File: src/verilog/sac_defines.svh
`ifndef SAC_DEFINES_SVH
`define SAC_DEFINES_SVH

// ----------------------------------------------------------------------
// register offsets
// ----------------------------------------------------------------------
`define SAC_ADDR_CTRL       8'h00
`define SAC_ADDR_GAIN       8'h04
`define SAC_ADDR_REF        8'h08
`define SAC_ADDR_CAL        8'h0C
`define SAC_ADDR_OC         8'h10

// ----------------------------------------------------------------------
// field positions
// ----------------------------------------------------------------------
`define SAC_CTRL_CFG        0
`define SAC_CTRL_TOGGLE     1
`define SAC_CTRL_EN_LSB     2
`define SAC_CTRL_THR        5
`define SAC_CTRL_FILT_LSB   6
`define SAC_GAIN_STRIDE     8
`define SAC_GAIN2_OFS       3
`define SAC_REF_TRIM_LSB    8
`define SAC_CAL_ABORT       3
`define SAC_CAL_ERR_LSB     4
`define SAC_CAL_BUSY        8

// ----------------------------------------------------------------------
// reset values and codes
// ----------------------------------------------------------------------
`define SAC_EN_RST          3'h7
`define SAC_THR_RST         1'h0
`define SAC_FILT_RST        2'h2
`define SAC_GAIN_RST        9'h000
`define SAC_REF_LOW         2'h1
`define SAC_REF_HIGH        2'h2
`define SAC_TRIM_RST        6'h1F

// ----------------------------------------------------------------------
// timing
// ----------------------------------------------------------------------
`define SAC_CLK_MHZ         250
`define SAC_FILT0_NS        1500
`define SAC_FILT1_NS        3000
`define SAC_FILT2_NS        5000
`define SAC_FILT3_NS        10000
`define SAC_FILT0_CYC       ((`SAC_FILT0_NS * `SAC_CLK_MHZ) / 1000)
`define SAC_FILT1_CYC       ((`SAC_FILT1_NS * `SAC_CLK_MHZ) / 1000)
`define SAC_FILT2_CYC       ((`SAC_FILT2_NS * `SAC_CLK_MHZ) / 1000)
`define SAC_FILT3_CYC       ((`SAC_FILT3_NS * `SAC_CLK_MHZ) / 1000)
`define SAC_CAL_TIME_US     100
`define SAC_CAL_MAX_CYC     (`SAC_CAL_TIME_US * `SAC_CLK_MHZ)

`endif

File: src/verilog/sac_pkg.sv
`default_nettype none

package sac_pkg;

	typedef enum logic [0:0] {
		SAC_CAL_IDLE = 1'b0,
		SAC_CAL_RUN  = 1'b1
	} sac_cal_state_t;

	typedef logic [11:0] sac_filt_cnt_t;
	typedef logic [15:0] sac_cal_cnt_t;

	// lowest selected amplifier wins
	function automatic logic [2:0] sac_first(input logic [2:0] m);
		logic [2:0] r;
		r = 3'h0;
		if (m[0]) begin
			r = 3'h1;
		end else if (m[1]) begin
			r = 3'h2;
		end else if (m[2]) begin
			r = 3'h4;
		end
		return r;
	endfunction

endpackage

`default_nettype wire

File: src/verilog/sac_oc_filter.sv
`timescale 1ns/1ns
`default_nettype none
`include "sac_defines.svh"

module sac_oc_filter
	import sac_pkg::*;
	(
	input  wire logic       clk,
	input  wire logic       reset,
	input  wire logic       above,
	input  wire logic [1:0] filtSel,
	output logic            trip
	);

	sac_filt_cnt_t cnt;
	sac_filt_cnt_t next_cnt;
	sac_filt_cnt_t limit;
	logic          next_trip;

	always_comb begin
		case (filtSel)
			2'h0:    limit = sac_filt_cnt_t'(`SAC_FILT0_CYC);
			2'h1:    limit = sac_filt_cnt_t'(`SAC_FILT1_CYC);
			2'h2:    limit = sac_filt_cnt_t'(`SAC_FILT2_CYC);
			default: limit = sac_filt_cnt_t'(`SAC_FILT3_CYC);
		endcase
		next_cnt  = cnt;
		next_trip = 1'b0;
		if (!above) begin
			next_cnt = '0;
		end else if (cnt <= limit) begin
			next_cnt = cnt + 12'h001;
		end
		// one pulse once the level has held past the filter time
		if (above && cnt == limit) begin
			next_trip = 1'b1;
		end
	end

	always_ff @(posedge clk) begin
		if (reset) begin
			cnt  <= '0;
			trip <= 1'b0;
		end else begin
			cnt  <= next_cnt;
			trip <= next_trip;
		end
	end

	filt_restart_a: assert property (@(posedge clk) disable iff (reset)
		!above |=> cnt == 12'h000)
		else $error("filter count not restarted");
	filt_trip_a: assert property (@(posedge clk) disable iff (reset)
		trip |-> $past(above) && $past(cnt) == $past(limit))
		else $error("overcurrent reported too early");

endmodule
`default_nettype wire

File: src/verilog/sac_cal_seq.sv
`timescale 1ns/1ns
`default_nettype none
`include "sac_defines.svh"

module sac_cal_seq
	import sac_pkg::*;
	#(parameter int CAL_MAX_CYC = `SAC_CAL_MAX_CYC)
	(
	input  wire logic        clk,
	input  wire logic        reset,
	input  wire logic [2:0]  start,
	input  wire logic        abort,
	input  wire logic        calAck,
	input  wire logic        calFail,
	input  wire logic [5:0]  calCode,
	output logic      [2:0]  calActive,
	output logic      [2:0]  calErr,
	output logic      [17:0] ampOffset
	);

	sac_cal_state_t state;
	sac_cal_state_t next_state;
	logic [2:0]     pending;
	logic [2:0]     next_pending;
	logic [2:0]     next_calActive;
	logic [2:0]     next_calErr;
	logic [17:0]    next_ampOffset;
	sac_cal_cnt_t   timer;
	sac_cal_cnt_t   next_timer;

	always_comb begin
		next_state     = state;
		next_pending   = pending | start;
		next_calActive = calActive;
		next_calErr    = 3'h0;
		next_ampOffset = ampOffset;
		next_timer     = timer;
		case (state)
			SAC_CAL_IDLE: begin
				if (abort) begin
					next_pending = 3'h0;
				end else if (pending != 3'h0) begin
					next_calActive = sac_first(pending);
					next_timer     = '0;
					next_state     = SAC_CAL_RUN;
				end
			end
			SAC_CAL_RUN: begin
				next_timer = timer + 16'h0001;
				if (abort) begin
					// stored offsets stay as they were
					next_pending   = 3'h0;
					next_calActive = 3'h0;
					next_state     = SAC_CAL_IDLE;
				end else if (calAck || timer == sac_cal_cnt_t'(CAL_MAX_CYC - 1)) begin
					if (calAck && !calFail) begin
						for (int i = 0; i < 3; i++) begin
							if (calActive[i]) begin
								next_ampOffset[6*i +: 6] = calCode;
							end
						end
					end else begin
						next_calErr = calActive;
					end
					next_pending   = (pending & ~calActive) | start;
					next_calActive = 3'h0;
					next_state     = SAC_CAL_IDLE;
				end
			end
			default: begin
				next_state     = SAC_CAL_IDLE;
				next_calActive = 3'h0;
			end
		endcase
	end

	always_ff @(posedge clk) begin
		if (reset) begin
			state     <= SAC_CAL_IDLE;
			pending   <= 3'h0;
			calActive <= 3'h0;
			calErr    <= 3'h0;
			ampOffset <= 18'h0_0000;
			timer     <= '0;
		end else begin
			state     <= next_state;
			pending   <= next_pending;
			calActive <= next_calActive;
			calErr    <= next_calErr;
			ampOffset <= next_ampOffset;
			timer     <= next_timer;
		end
	end

	cal_order_a: assert property (@(posedge clk) disable iff (reset)
		$rose(calActive[1]) |-> !$past(pending[0]))
		else $error("amplifier 2 calibrated before amplifier 1");
	cal_bound_a: assert property (@(posedge clk) disable iff (reset)
		calActive != 3'h0 |-> timer < sac_cal_cnt_t'(CAL_MAX_CYC))
		else $error("calibration exceeded its longest time");
	cal_fail_a: assert property (@(posedge clk) disable iff (reset)
		state == SAC_CAL_RUN && calAck && calFail && !abort
		|=> calErr == $past(calActive) && $stable(ampOffset))
		else $error("failed calibration not flagged or offset changed");
	cal_abort_a: assert property (@(posedge clk) disable iff (reset)
		abort |=> calActive == 3'h0 && $stable(ampOffset))
		else $error("abort did not stop calibration");

endmodule
`default_nettype wire

File: src/verilog/sac_shunt_amp_control.sv
// Contract
// - three-bit gain code, 000 lowest, 111 highest
// - two gain fields per amplifier, either active
// - gains writable at run time, no recalibration
// - two-bit reference level, 01 default, 00/11 reserved
// - six-bit reference trim, default 0x1F
// - calibration started per amplifier over serial
// - each amplifier calibrates within bounded time
// - calibrate amplifier 1, then 2, then 3
// - failed calibration sets readable error flag
// - abort or failure keeps last valid offset
// - no calibration in configuration mode
// - overcurrent only after exceeding filter time
// - one-bit threshold select, default 0 (5 V)
// - filter select 1.5/3/5/10 us, default 5 us
// - shared overcurrent settings for all amplifiers
// - amplifiers disabled in configuration; keep amplifier 1 (its enable bit can still be written to 0)
// - amplifier 3 may give one spurious overcurrent
// - toggle bit swaps all gains, reads active
`timescale 1ns/1ns
`default_nettype none
`include "sac_defines.svh"

module sac_shunt_amp_control
	import sac_pkg::*;
	#(parameter int CAL_MAX_CYC = `SAC_CAL_MAX_CYC)
	(
	input  wire logic        clk,
	input  wire logic        reset,
	input  wire logic [7:0]  paddr,
	input  wire logic        psel,
	input  wire logic        penable,
	input  wire logic        pwrite,
	input  wire logic [31:0] pwdata,
	output logic      [31:0] prdata,
	output logic             pready,
	output logic             pslverr,
	input  wire logic [2:0]  ocAbove,
	input  wire logic        calAck,
	input  wire logic        calFail,
	input  wire logic [5:0]  calCode,
	output logic      [8:0]  ampGain,
	output logic      [1:0]  refLevel,
	output logic      [5:0]  refTrim,
	output logic      [2:0]  ampEnable,
	output logic             ocThresholdSel,
	output logic             cfgMode,
	output logic      [2:0]  calActive,
	output logic      [17:0] ampOffset,
	output logic      [2:0]  ocFlag
	);

	// ------------------------------------------------------------------
	// state
	// ------------------------------------------------------------------
	logic        gainToggle;
	logic [1:0]  ocFilterSel;
	logic [8:0]  gain1;
	logic [8:0]  gain2;
	logic [2:0]  calErrFlag;
	logic        next_cfgMode;
	logic        next_gainToggle;
	logic [2:0]  next_ampEnable;
	logic        next_ocThresholdSel;
	logic [1:0]  next_ocFilterSel;
	logic [8:0]  next_gain1;
	logic [8:0]  next_gain2;
	logic [8:0]  next_ampGain;
	logic [1:0]  next_refLevel;
	logic [5:0]  next_refTrim;
	logic [2:0]  next_calErrFlag;
	logic [2:0]  next_ocFlag;
	logic [31:0] next_prdata;
	logic        next_pready;
	logic        next_pslverr;
	logic [2:0]  calStart;
	logic        calAbortReq;
	logic [2:0]  calErr;
	logic [2:0]  ocTrip;
	logic [2:0]  ocLevel;
	logic        wrAccess;
	logic        rdSetup;

	assign wrAccess = psel && penable && pready && pwrite;
	assign rdSetup  = psel && penable && !pready;

	// ------------------------------------------------------------------
	// register file
	// ------------------------------------------------------------------
	always_comb begin
		next_cfgMode        = cfgMode;
		next_gainToggle     = gainToggle;
		next_ampEnable      = ampEnable;
		next_ocThresholdSel = ocThresholdSel;
		next_ocFilterSel    = ocFilterSel;
		next_gain1          = gain1;
		next_gain2          = gain2;
		next_refLevel       = refLevel;
		next_refTrim        = refTrim;
		next_calErrFlag     = calErrFlag | calErr;
		next_ocFlag         = ocFlag | ocTrip;
		calStart            = 3'h0;
		calAbortReq         = 1'b0;
		if (wrAccess) begin
			case (paddr)
				`SAC_ADDR_CTRL: begin
					next_cfgMode     = pwdata[`SAC_CTRL_CFG];
					next_gainToggle  = pwdata[`SAC_CTRL_TOGGLE];
					// enables only change while configuring
					if (cfgMode) begin
						next_ampEnable = pwdata[`SAC_CTRL_EN_LSB +: 3];
					end
					next_ocThresholdSel = pwdata[`SAC_CTRL_THR];
					next_ocFilterSel = pwdata[`SAC_CTRL_FILT_LSB +: 2];
				end
				`SAC_ADDR_GAIN: begin
					for (int i = 0; i < 3; i++) begin
						next_gain1[3*i +: 3] =
							pwdata[`SAC_GAIN_STRIDE*i +: 3];
						next_gain2[3*i +: 3] =
							pwdata[`SAC_GAIN_STRIDE*i + `SAC_GAIN2_OFS +: 3];
					end
				end
				`SAC_ADDR_REF: begin
					// reserved level codes leave the level unchanged
					if (pwdata[1:0] == `SAC_REF_LOW ||
					    pwdata[1:0] == `SAC_REF_HIGH) begin
						next_refLevel = pwdata[1:0];
					end
					next_refTrim = pwdata[`SAC_REF_TRIM_LSB +: 6];
				end
				`SAC_ADDR_CAL: begin
					calStart = pwdata[2:0] & ampEnable & {3{~cfgMode}};
					calAbortReq = pwdata[`SAC_CAL_ABORT];
					next_calErrFlag = (calErrFlag &
						~pwdata[`SAC_CAL_ERR_LSB +: 3]) | calErr;
				end
				`SAC_ADDR_OC: begin
					next_ocFlag = (ocFlag & ~pwdata[2:0]) | ocTrip;
				end
				default: begin
				end
			endcase
		end
		for (int i = 0; i < 3; i++) begin
			next_ampGain[3*i +: 3] = gainToggle ? gain2[3*i +: 3] :
				gain1[3*i +: 3];
		end
	end

	always_ff @(posedge clk) begin
		if (reset) begin
			cfgMode        <= 1'b1;
			gainToggle     <= 1'b0;
			ampEnable      <= `SAC_EN_RST;
			ocThresholdSel <= `SAC_THR_RST;
			ocFilterSel    <= `SAC_FILT_RST;
			gain1          <= `SAC_GAIN_RST;
			gain2          <= `SAC_GAIN_RST;
			ampGain        <= `SAC_GAIN_RST;
			refLevel       <= `SAC_REF_LOW;
			refTrim        <= `SAC_TRIM_RST;
			calErrFlag     <= 3'h0;
			ocFlag         <= 3'h0;
		end else begin
			cfgMode        <= next_cfgMode;
			gainToggle     <= next_gainToggle;
			ampEnable      <= next_ampEnable;
			ocThresholdSel <= next_ocThresholdSel;
			ocFilterSel    <= next_ocFilterSel;
			gain1          <= next_gain1;
			gain2          <= next_gain2;
			ampGain        <= next_ampGain;
			refLevel       <= next_refLevel;
			refTrim        <= next_refTrim;
			calErrFlag     <= next_calErrFlag;
			ocFlag         <= next_ocFlag;
		end
	end

	// ------------------------------------------------------------------
	// apb response, one wait state
	// ------------------------------------------------------------------
	always_comb begin
		next_pready  = rdSetup;
		next_pslverr = 1'b0;
		next_prdata  = 32'h0000_0000;
		if (rdSetup) begin
			case (paddr)
				`SAC_ADDR_CTRL: begin
					next_prdata[`SAC_CTRL_CFG]          = cfgMode;
					next_prdata[`SAC_CTRL_TOGGLE]       = gainToggle;
					next_prdata[`SAC_CTRL_EN_LSB +: 3]  = ampEnable;
					next_prdata[`SAC_CTRL_THR]          = ocThresholdSel;
					next_prdata[`SAC_CTRL_FILT_LSB +: 2] = ocFilterSel;
				end
				`SAC_ADDR_GAIN: begin
					for (int i = 0; i < 3; i++) begin
						next_prdata[`SAC_GAIN_STRIDE*i +: 3] = gain1[3*i +: 3];
						next_prdata[`SAC_GAIN_STRIDE*i + `SAC_GAIN2_OFS +: 3] =
							gain2[3*i +: 3];
					end
				end
				`SAC_ADDR_REF: begin
					next_prdata[1:0]                    = refLevel;
					next_prdata[`SAC_REF_TRIM_LSB +: 6] = refTrim;
				end
				`SAC_ADDR_CAL: begin
					next_prdata[2:0]                    = calActive;
					next_prdata[`SAC_CAL_ERR_LSB +: 3]  = calErrFlag;
					next_prdata[`SAC_CAL_BUSY]          = calActive != 3'h0;
				end
				`SAC_ADDR_OC: begin
					next_prdata[2:0] = ocFlag;
				end
				default: begin
					next_pslverr = 1'b1;
				end
			endcase
		end
	end

	always_ff @(posedge clk) begin
		if (reset) begin
			pready  <= 1'b0;
			pslverr <= 1'b0;
			prdata  <= 32'h0000_0000;
		end else begin
			pready  <= next_pready;
			pslverr <= next_pslverr;
			prdata  <= next_prdata;
		end
	end

	// ------------------------------------------------------------------
	// calibration and overcurrent
	// ------------------------------------------------------------------
	sac_cal_seq #(.CAL_MAX_CYC(CAL_MAX_CYC)) calSeq (
		.clk       (clk),
		.reset     (reset),
		.start     (calStart),
		.abort     (calAbortReq || cfgMode),
		.calAck    (calAck),
		.calFail   (calFail),
		.calCode   (calCode),
		.calActive (calActive),
		.calErr    (calErr),
		.ampOffset (ampOffset)
	);

	// disabled amplifiers and configuration mode never trip
	assign ocLevel = ocAbove & ampEnable & {3{~cfgMode}};

	genvar g;
	generate
		for (g = 0; g < 3; g++) begin : gOcFilt
			sac_oc_filter ocFilt (
				.clk     (clk),
				.reset   (reset),
				.above   (ocLevel[g]),
				.filtSel (ocFilterSel),
				.trip    (ocTrip[g])
			);
		end
	endgenerate

	// ------------------------------------------------------------------
	// checks
	// ------------------------------------------------------------------
	ref_reset_a: assert property (@(posedge clk) disable iff (reset)
		$fell(reset) |-> refLevel == `SAC_REF_LOW && refTrim == `SAC_TRIM_RST)
		else $error("reference reset values wrong");
	ref_legal_a: assert property (@(posedge clk) disable iff (reset)
		refLevel == `SAC_REF_LOW || refLevel == `SAC_REF_HIGH)
		else $error("reserved reference level active");
	cfg_block_a: assert property (@(posedge clk) disable iff (reset)
		cfgMode |=> calActive == 3'h0)
		else $error("calibration running in configuration mode");
	gain_swap_a: assert property (@(posedge clk) disable iff (reset)
		wrAccess && paddr == `SAC_ADDR_CTRL && pwdata[`SAC_CTRL_TOGGLE]
		|=> ##1 ampGain[8:6] == gain2[8:6])
		else $error("gain toggle did not select second gain");
	oc_sticky_a: assert property (@(posedge clk) disable iff (reset)
		ocTrip[2] |=> ocFlag[2])
		else $error("overcurrent event lost");
	apb_wait_a: assert property (@(posedge clk) disable iff (reset)
		psel && penable && !pready |=> pready ##1 !pready)
		else $error("apb answer not one cycle");
	en_lock_a: assert property (@(posedge clk) disable iff (reset)
		!$past(cfgMode) |-> $stable(ampEnable))
		else $error("enables changed outside configuration");
	cal_onehot_a: assert property (@(posedge clk) disable iff (reset)
		$onehot0(calActive))
		else $error("more than one amplifier calibrating");
	gain_live_a: assert property (@(posedge clk) disable iff (reset)
		!gainToggle |=> ampGain == $past(gain1))
		else $error("first gain register not applied");

endmodule
`default_nettype wire

File: config.mk
export PLATFORM = sky130hd
export DESIGN_NAME = sac_shunt_amp_control
export DESIGN_NICKNAME = d
export VERILOG_FILES = /design/src/verilog/sac_pkg.sv /design/src/verilog/sac_oc_filter.sv /design/src/verilog/sac_cal_seq.sv /design/src/verilog/sac_shunt_amp_control.sv
export VERILOG_INCLUDE_DIRS = /design/src /design/src/verilog
export SDC_FILE = /design/constraint.sdc
export NUM_CORES = 1
export LEC_CHECK = 0
export BUFFER_PORTS_ARGS = -buffer_cell sky130_fd_sc_hd__buf_4
export CAP_MARGIN = 20
export CORE_MARGIN = 4
export CORE_UTILIZATION = 58
export CTS_CLUSTER_SIZE = 14
export DETAILED_ROUTE_END_ITERATION = 7
export PLACE_DENSITY = 0.92
export SETUP_SLACK_MARGIN = 0.15
export SLEW_MARGIN = 5
export SYNTH_ARGS = -nofsm -noshare
export SYNTH_HDL_FRONTEND = slang
export SYNTH_SLANG_ARGS = --single-unit
File: constraint.sdc
create_clock -name clk -period 6.4 [get_ports clk]
set_clock_uncertainty 0.15 [all_clocks]
set_input_delay 1.28 -clock clk [delete_from_list [all_inputs] [get_ports clk]]
set_output_delay 1.28 -clock clk [all_outputs]
set_load 0.05 [all_outputs]
# Word-level counts from Yosys, hierarchy flattened
# Index checks and enable logic that the tools add are counted.
# op_classes
n_addsub	4
n_lt_le_gt_ge	3
eq_ne	15
n_mux	43
n_bitwise	26
reduce_logical	35
# ops
operator	n
$mux W3	19
$add A12 B1 Y12 const B	3
$eq A12 B12 Y1	3
$le A12 B12 Y1	3
$pmux W12 S3	1
$mux W16	2
$pmux W16 S2	1
$and A3 B3 Y3	7
$or A3 B3 Y3	6
$add A16 B1 Y16 const B	1
$eq A16 B15 Y1 const B	1
$eq A8 B4 Y1 const B	2
$reduce_and A5 Y1	3
$pmux W3 S2	2
$mux W1	10
$not A1 Y1	10
$pmux W2 S5	1
$pmux W5 S2	1
$reduce_or A5 Y1	2
$not A3 Y3	3
$reduce_and A3 Y1	3
$eq A8 B3 Y1 const B	1
$eq A8 B5 Y1 const B	1
$logic_and A1 B1 Y1	8
other kinds (17)	32
# totals
regBits	166
inputBits	56
output_inout_bits	80
word_cells	158

# Logic depth before layout (Yosys ltp)
# depth
word_depth	8
depth_mapped	11
mapped_depth_nobuf	10

# Modules after synthesis
# From an unflattened synthesis, not the netlist that was laid out.
# unflattened
cells_unflattened	970
hier_area_um2	8156.6
# modules_own_cells
mod	n_inst	cells_each	area_per_inst_um2	seq_area_each_um2
sac_shunt_amp_control	1	332	2886.5	1421.4
sac_oc_filter at gOcFilt[0].ocFilt ...	2	149	1174.9	260.2
sac_cal_seq	1	225	1954.4	880.8
sac_oc_filter at gOcFilt[1].ocFilt	1	115	965.9	260.2

# Least setup slack after synthesis
# Ideal clock, no wire load.
# synth_timing
path_kind	input-to-reg
startpoint	in paddr[1]
endpoint	reg cfgMode
setup_time_ps	120
arrival_time_ps	2858
required_time_ps	6130
slack_ps	3272
path_stages	6
n_path_buf	2
path_cell_list	or4_4 nor4b_4 buf_4 buf_2 nand2_1 a211o_1
# synth_between
elab_chain_cells	2
# synth_lines
element	line_no	source
from (decl)	sac_shunt_amp_control.sv:30	input wire logic [7:0] paddr,
$logic_not A8 Y1	sac_shunt_amp_control.sv:105	case (paddr)
$reduce_and A2 Y1 (no source line)	--	
to (signal assigned)	sac_shunt_amp_control.sv:166	cfgMode <= next_cfgMode;
to (decl)	sac_shunt_amp_control.sv:47	output logic cfgMode,
# No other way between the ends.
# A chain may end at the register's enable or synchronous reset.

# Final worst setup path
# layout_timing
startpoint	in paddr[1]
endpoint	reg calSeq.timer[14]
# layout_between
elab_chain_cells	6
# layout_lines
element	line_no	source
$eq A8 B4 Y1	sac_shunt_amp_control.sv:105	
$mux W1	sac_shunt_amp_control.sv:105	
$mux W1	sac_shunt_amp_control.sv:104	if (wrAccess) begin
$logic_or A1 B1 Y1	sac_shunt_amp_control.sv:242	.abort (calAbortReq || cfgMode),
$ne A2 B2 Y1 (no source line)	--	
$reduce_and A2 Y1 (no source line)	--	
to (signal assigned)	sac_cal_seq.sv:91	timer <= next_timer;
to (decl)	sac_cal_seq.sv:28	sac_cal_cnt_t timer;
# No other way between the ends.

==> run metrics <==
run status completed; Detail Route met2 WL 8770 um; Die Ht 118 um; # rows 40; quantity of gates resized following cts 0; FF+latch count, synth 154; Root Buffer clkbuf_16; Clk pin slew, worst setup/hold paths 0.06 ns; slack of the worst reg-to-reg path 2.88 ns; # setup viols final 0; CTS Hold Bufs 0; Clock Power Share 49.8%; worst vdd ir 0.227 mV; arrival time worst endpoint 3.80 ns; Hold Fails Final Rpt 0; Sw Ratio 22.2%; Post-Syn Area 7070 sq um; Worst Reg-to-Reg Cells 9; GRT Total Usage 26.6%; post-synthesis sequential area ratio 43.6%; Psw 0.000457 W; routed length on met3 1390 um; Async SR Flop Fraction 0%; # DRC 0; Seq pwr share 46.7%; hold_sp gOcFilt[2].ocFilt.trip$_SDFF_PP0_; drt first-iter violations 772; core box area 12,000 sq um; RSZ-0062 raised after global routing no; dpl cells 1,015; number of CTS-inserted buffers 17; Reg-to-Reg Start ocFilterSel[1]$_SDFFE_PP1P_; FF+latch area 3080 sq um; crit path time final 3.62 ns; input/output buffers 111; vias in the first global route 6,087; CP Max Fanout 21; Setup crit end kind register; f_max 276 MHz; Multi-input gate area 3720 sq um; CTS tree yes; Setup crit start kind input pin; Syn Inst Count 789; first-pass GRT wire length 30,600 um; EDFF count, synth 0; Synth warnings 0; combinational fraction of design power 3.5%; total of max-cap violations 0; syn_area_per_cell 8.96 sq um; Worst Hold Path EP ocFlag[2]$_SDFF_PP0_; post-route ant nets 0; Pre-antenna DRT Iters 6; initial antenna violation count 0; ANT cells 0; WL met1 7480 um; initial core utilization 59.1%; Primary FF master, synth dfxtp_1; CP required 6.58 ns; r2r endpoint gOcFilt[0].ocFilt.cnt[10]$_SDFFE_PP0P_; nets 982; WHS Path Cells 2; DR vias/cell 6.15; total gr overflow 0; P per Cell Area 242 nW/um^2; CTS HTree Levels 4; DR WL/cell 17.7 um; CTS sink cnt 154; final period utilization 56.6%; largest net degree at the start of global routing 88; Min-Delay Path Class reg -> reg; worst skew pair latency 0.43 ns; hpwl dp 12,100 um; die area 14,000 sq um; fin. max-slew vios 0; Post-CTS Setup Inserts 0; Highest Signal Layer met4; count of non-filler cells in the finished layout 1,047; Die Span X 118 um; io pins 136; ratio of cells with drive above 1 in the final layout 17.8%; leakage 3.31 nW; Fillers 798; gp weighted congestion 0.859; Vias 6,440; P_int 0.00160 W; final wirelength 18,500 um; CTS Buffer Depth 2; area grow syn2layout 20.3%; Post-Route Setup TNS 0 ns; CP Class in -> reg; Tightest Pin Transition 0.909 ns; Synth cell types 61; Rel. slew slack 39.2%
[synthesized netlist by cell type, types with 3 or more instances]
master,number,area share (%)
dfxtp_1,154,44
nor2_1,86,4.6
nand2_1,73,3.9
a21oi_1,59,4.2
nand3_1,40,2.8
ha_1,39,6.9
mux2i_1,38,5.4
o21ai_0,22,1.6
and3_1,20,1.8
clkbuf_1,20,1.1
inv_1,18,0.96
nand4_1,18,1.6
and2_1,16,1.4
buf_4,15,1.6
o31ai_1,14,1.5
nor3_1,13,0.92
xor2_1,13,1.6
a211o_1,9,1.1
a22oi_1,9,0.96
nor4_1,9,0.80
nand2b_1,8,0.71
or3_1,8,0.71
buf_2,6,0.42
o211ai_1,6,0.64
or4_1,6,0.64
xnor2_1,6,0.74
nor2b_1,5,0.44
a211oi_1,4,0.42
o2111ai_1,4,0.50
or2_2,4,0.35
buf_1,3,0.16
o21a_1,3,0.32
o31a_1,3,0.37
[cells in the final DEF (no fill, tap or decap), types with 4 or more instances in the layout]
| master | count |
|---|---|
| nor2_1 | 86 |
| a211oi_1 | 4 |
| xor2_1 | 13 |
| nand2b_1 | 8 |
| dfxtp_1 | 154 |
| nand3_1 | 40 |
| nor3_1 | 13 |
| a211o_1 | 9 |
| o21ai_0 | 22 |
| inv_1 | 18 |
| and3_1 | 20 |
| ha_1 | 39 |
| a21oi_1 | 59 |
| nand4_1 | 18 |
| nand2_1 | 73 |
| or2_2 | 4 |
| clkbuf_16 | 17 |
| o31ai_1 | 14 |
| or3_1 | 8 |
| a22oi_1 | 9 |
| o211ai_1 | 6 |
| xnor2_1 | 6 |
| or4_1 | 6 |
| nor4_1 | 9 |
| buf_4 | 113 |
| o2111ai_1 | 4 |
| and2_1 | 16 |
| nor2b_1 | 5 |
| mux2i_1 | 38 |
| conb_1 | 12 |
[flip-flops by register name, summed over array words and instances (netlist names), 6 cells and up]
signal              count
gain2                   9
calSeq.ampOffset       18
gain1                   9
prdata                 20
ampGain                 9
refTrim                 6
gOcFilt.ocFilt.cnt     36
calSeq.timer           16
[worst max path at each step]
| stage | endpoint | slack [ns] | depth (start not counted) | start |
|---|---|---|---|---|
| after detailed placement | calSeq.timer[14]$_SDFFE_PP0P_ | 2.40 | 8 | paddr[1] |
| after global routing | gOcFilt[0].ocFilt.cnt[10]$_SDFFE_PP0P_ | 2.58 | 9 | ocFilterSel[1]$_SDFFE_PP1P_ |
| after global placement | calSeq.timer[14]$_SDFFE_PP0P_ | 2.39 | 8 | paddr[1] |
| after CTS | calSeq.timer[14]$_SDFFE_PP0P_ | 2.79 | 8 | paddr[1] |
| final | calSeq.timer[14]$_SDFFE_PP0P_ | 2.78 | 8 | paddr[1] |
| after floorplan | cfgMode$_SDFFE_PP1P_ | 3.27 | 6 | paddr[1] |
[critical path, stage by stage]
cell and delay, ns:
buf_4 0.11, or4_4 0.56, nor4b_4 0.27, buf_4 0.31, a311oi_1 0.22, a21oi_1 0.77
o211ai_1 0.18, o41ai_1 0.11
[cell families after synthesis]
group	after synthesis	synth area share, %
other	1	0.0530
AO/OA/AOI/OAI	151	13.9
buffers and inverters	63	4.39
XOR/XNOR	19	2.35
AND/OR/NAND/NOR	322	22.8
multiplexers	40	6.02
adder cells (fa/ha/maj)	39	6.90
flip-flops	154	43.6
[metrics by stage]
step	cell area (sq um)	hold WS, ns	total power (W)	setup WS (ns)	utilization (%)
4_1_cts	8500	0.285	0.00206	2.79	71.1
5_1_grt	8500	0.324	0.00211	2.58	71.1
3_3_place_gp	7900	0.265	0.00105	2.39	66.1
3_5_place_dp	7900	0.273	0.00105	2.40	66.1
2_1_floorplan	7110	0.263	0.00102	3.27	-
6_report	8500	0.289	0.00206	2.78	71.1
[routing by layer]
metal	vias up	global-route usage, %
li1	3009	-
met1	3026	32.8
met2	319	43.2
met3	86	7.18
met4	0	12.5
met5	-	0
[power groups by stage]
stage	clock network, W	registers, W	logic [W]
detailed placement	0	0.000981	0.0000700
global route	0.00107	0.000959	0.0000763
CTS	0.00103	0.000959	0.0000714
floorplan	0	0.000982	0.0000425
finish	0.00102	0.000959	0.0000724
global placement	0	0.000981	0.0000698
[final cells by class]
cell class / instances / share of cell area [%]
clock buffer: 19 / 5.09
clock inverter: 13 / 1.99
inverter: 18 / 0.794
multi-input combinational: 583 / 43.7
sequential: 154 / 36.3
tap: 147 / 2.16
timing repair buffer: 113 / 9.97
Power figures use the tool's default switching activity.
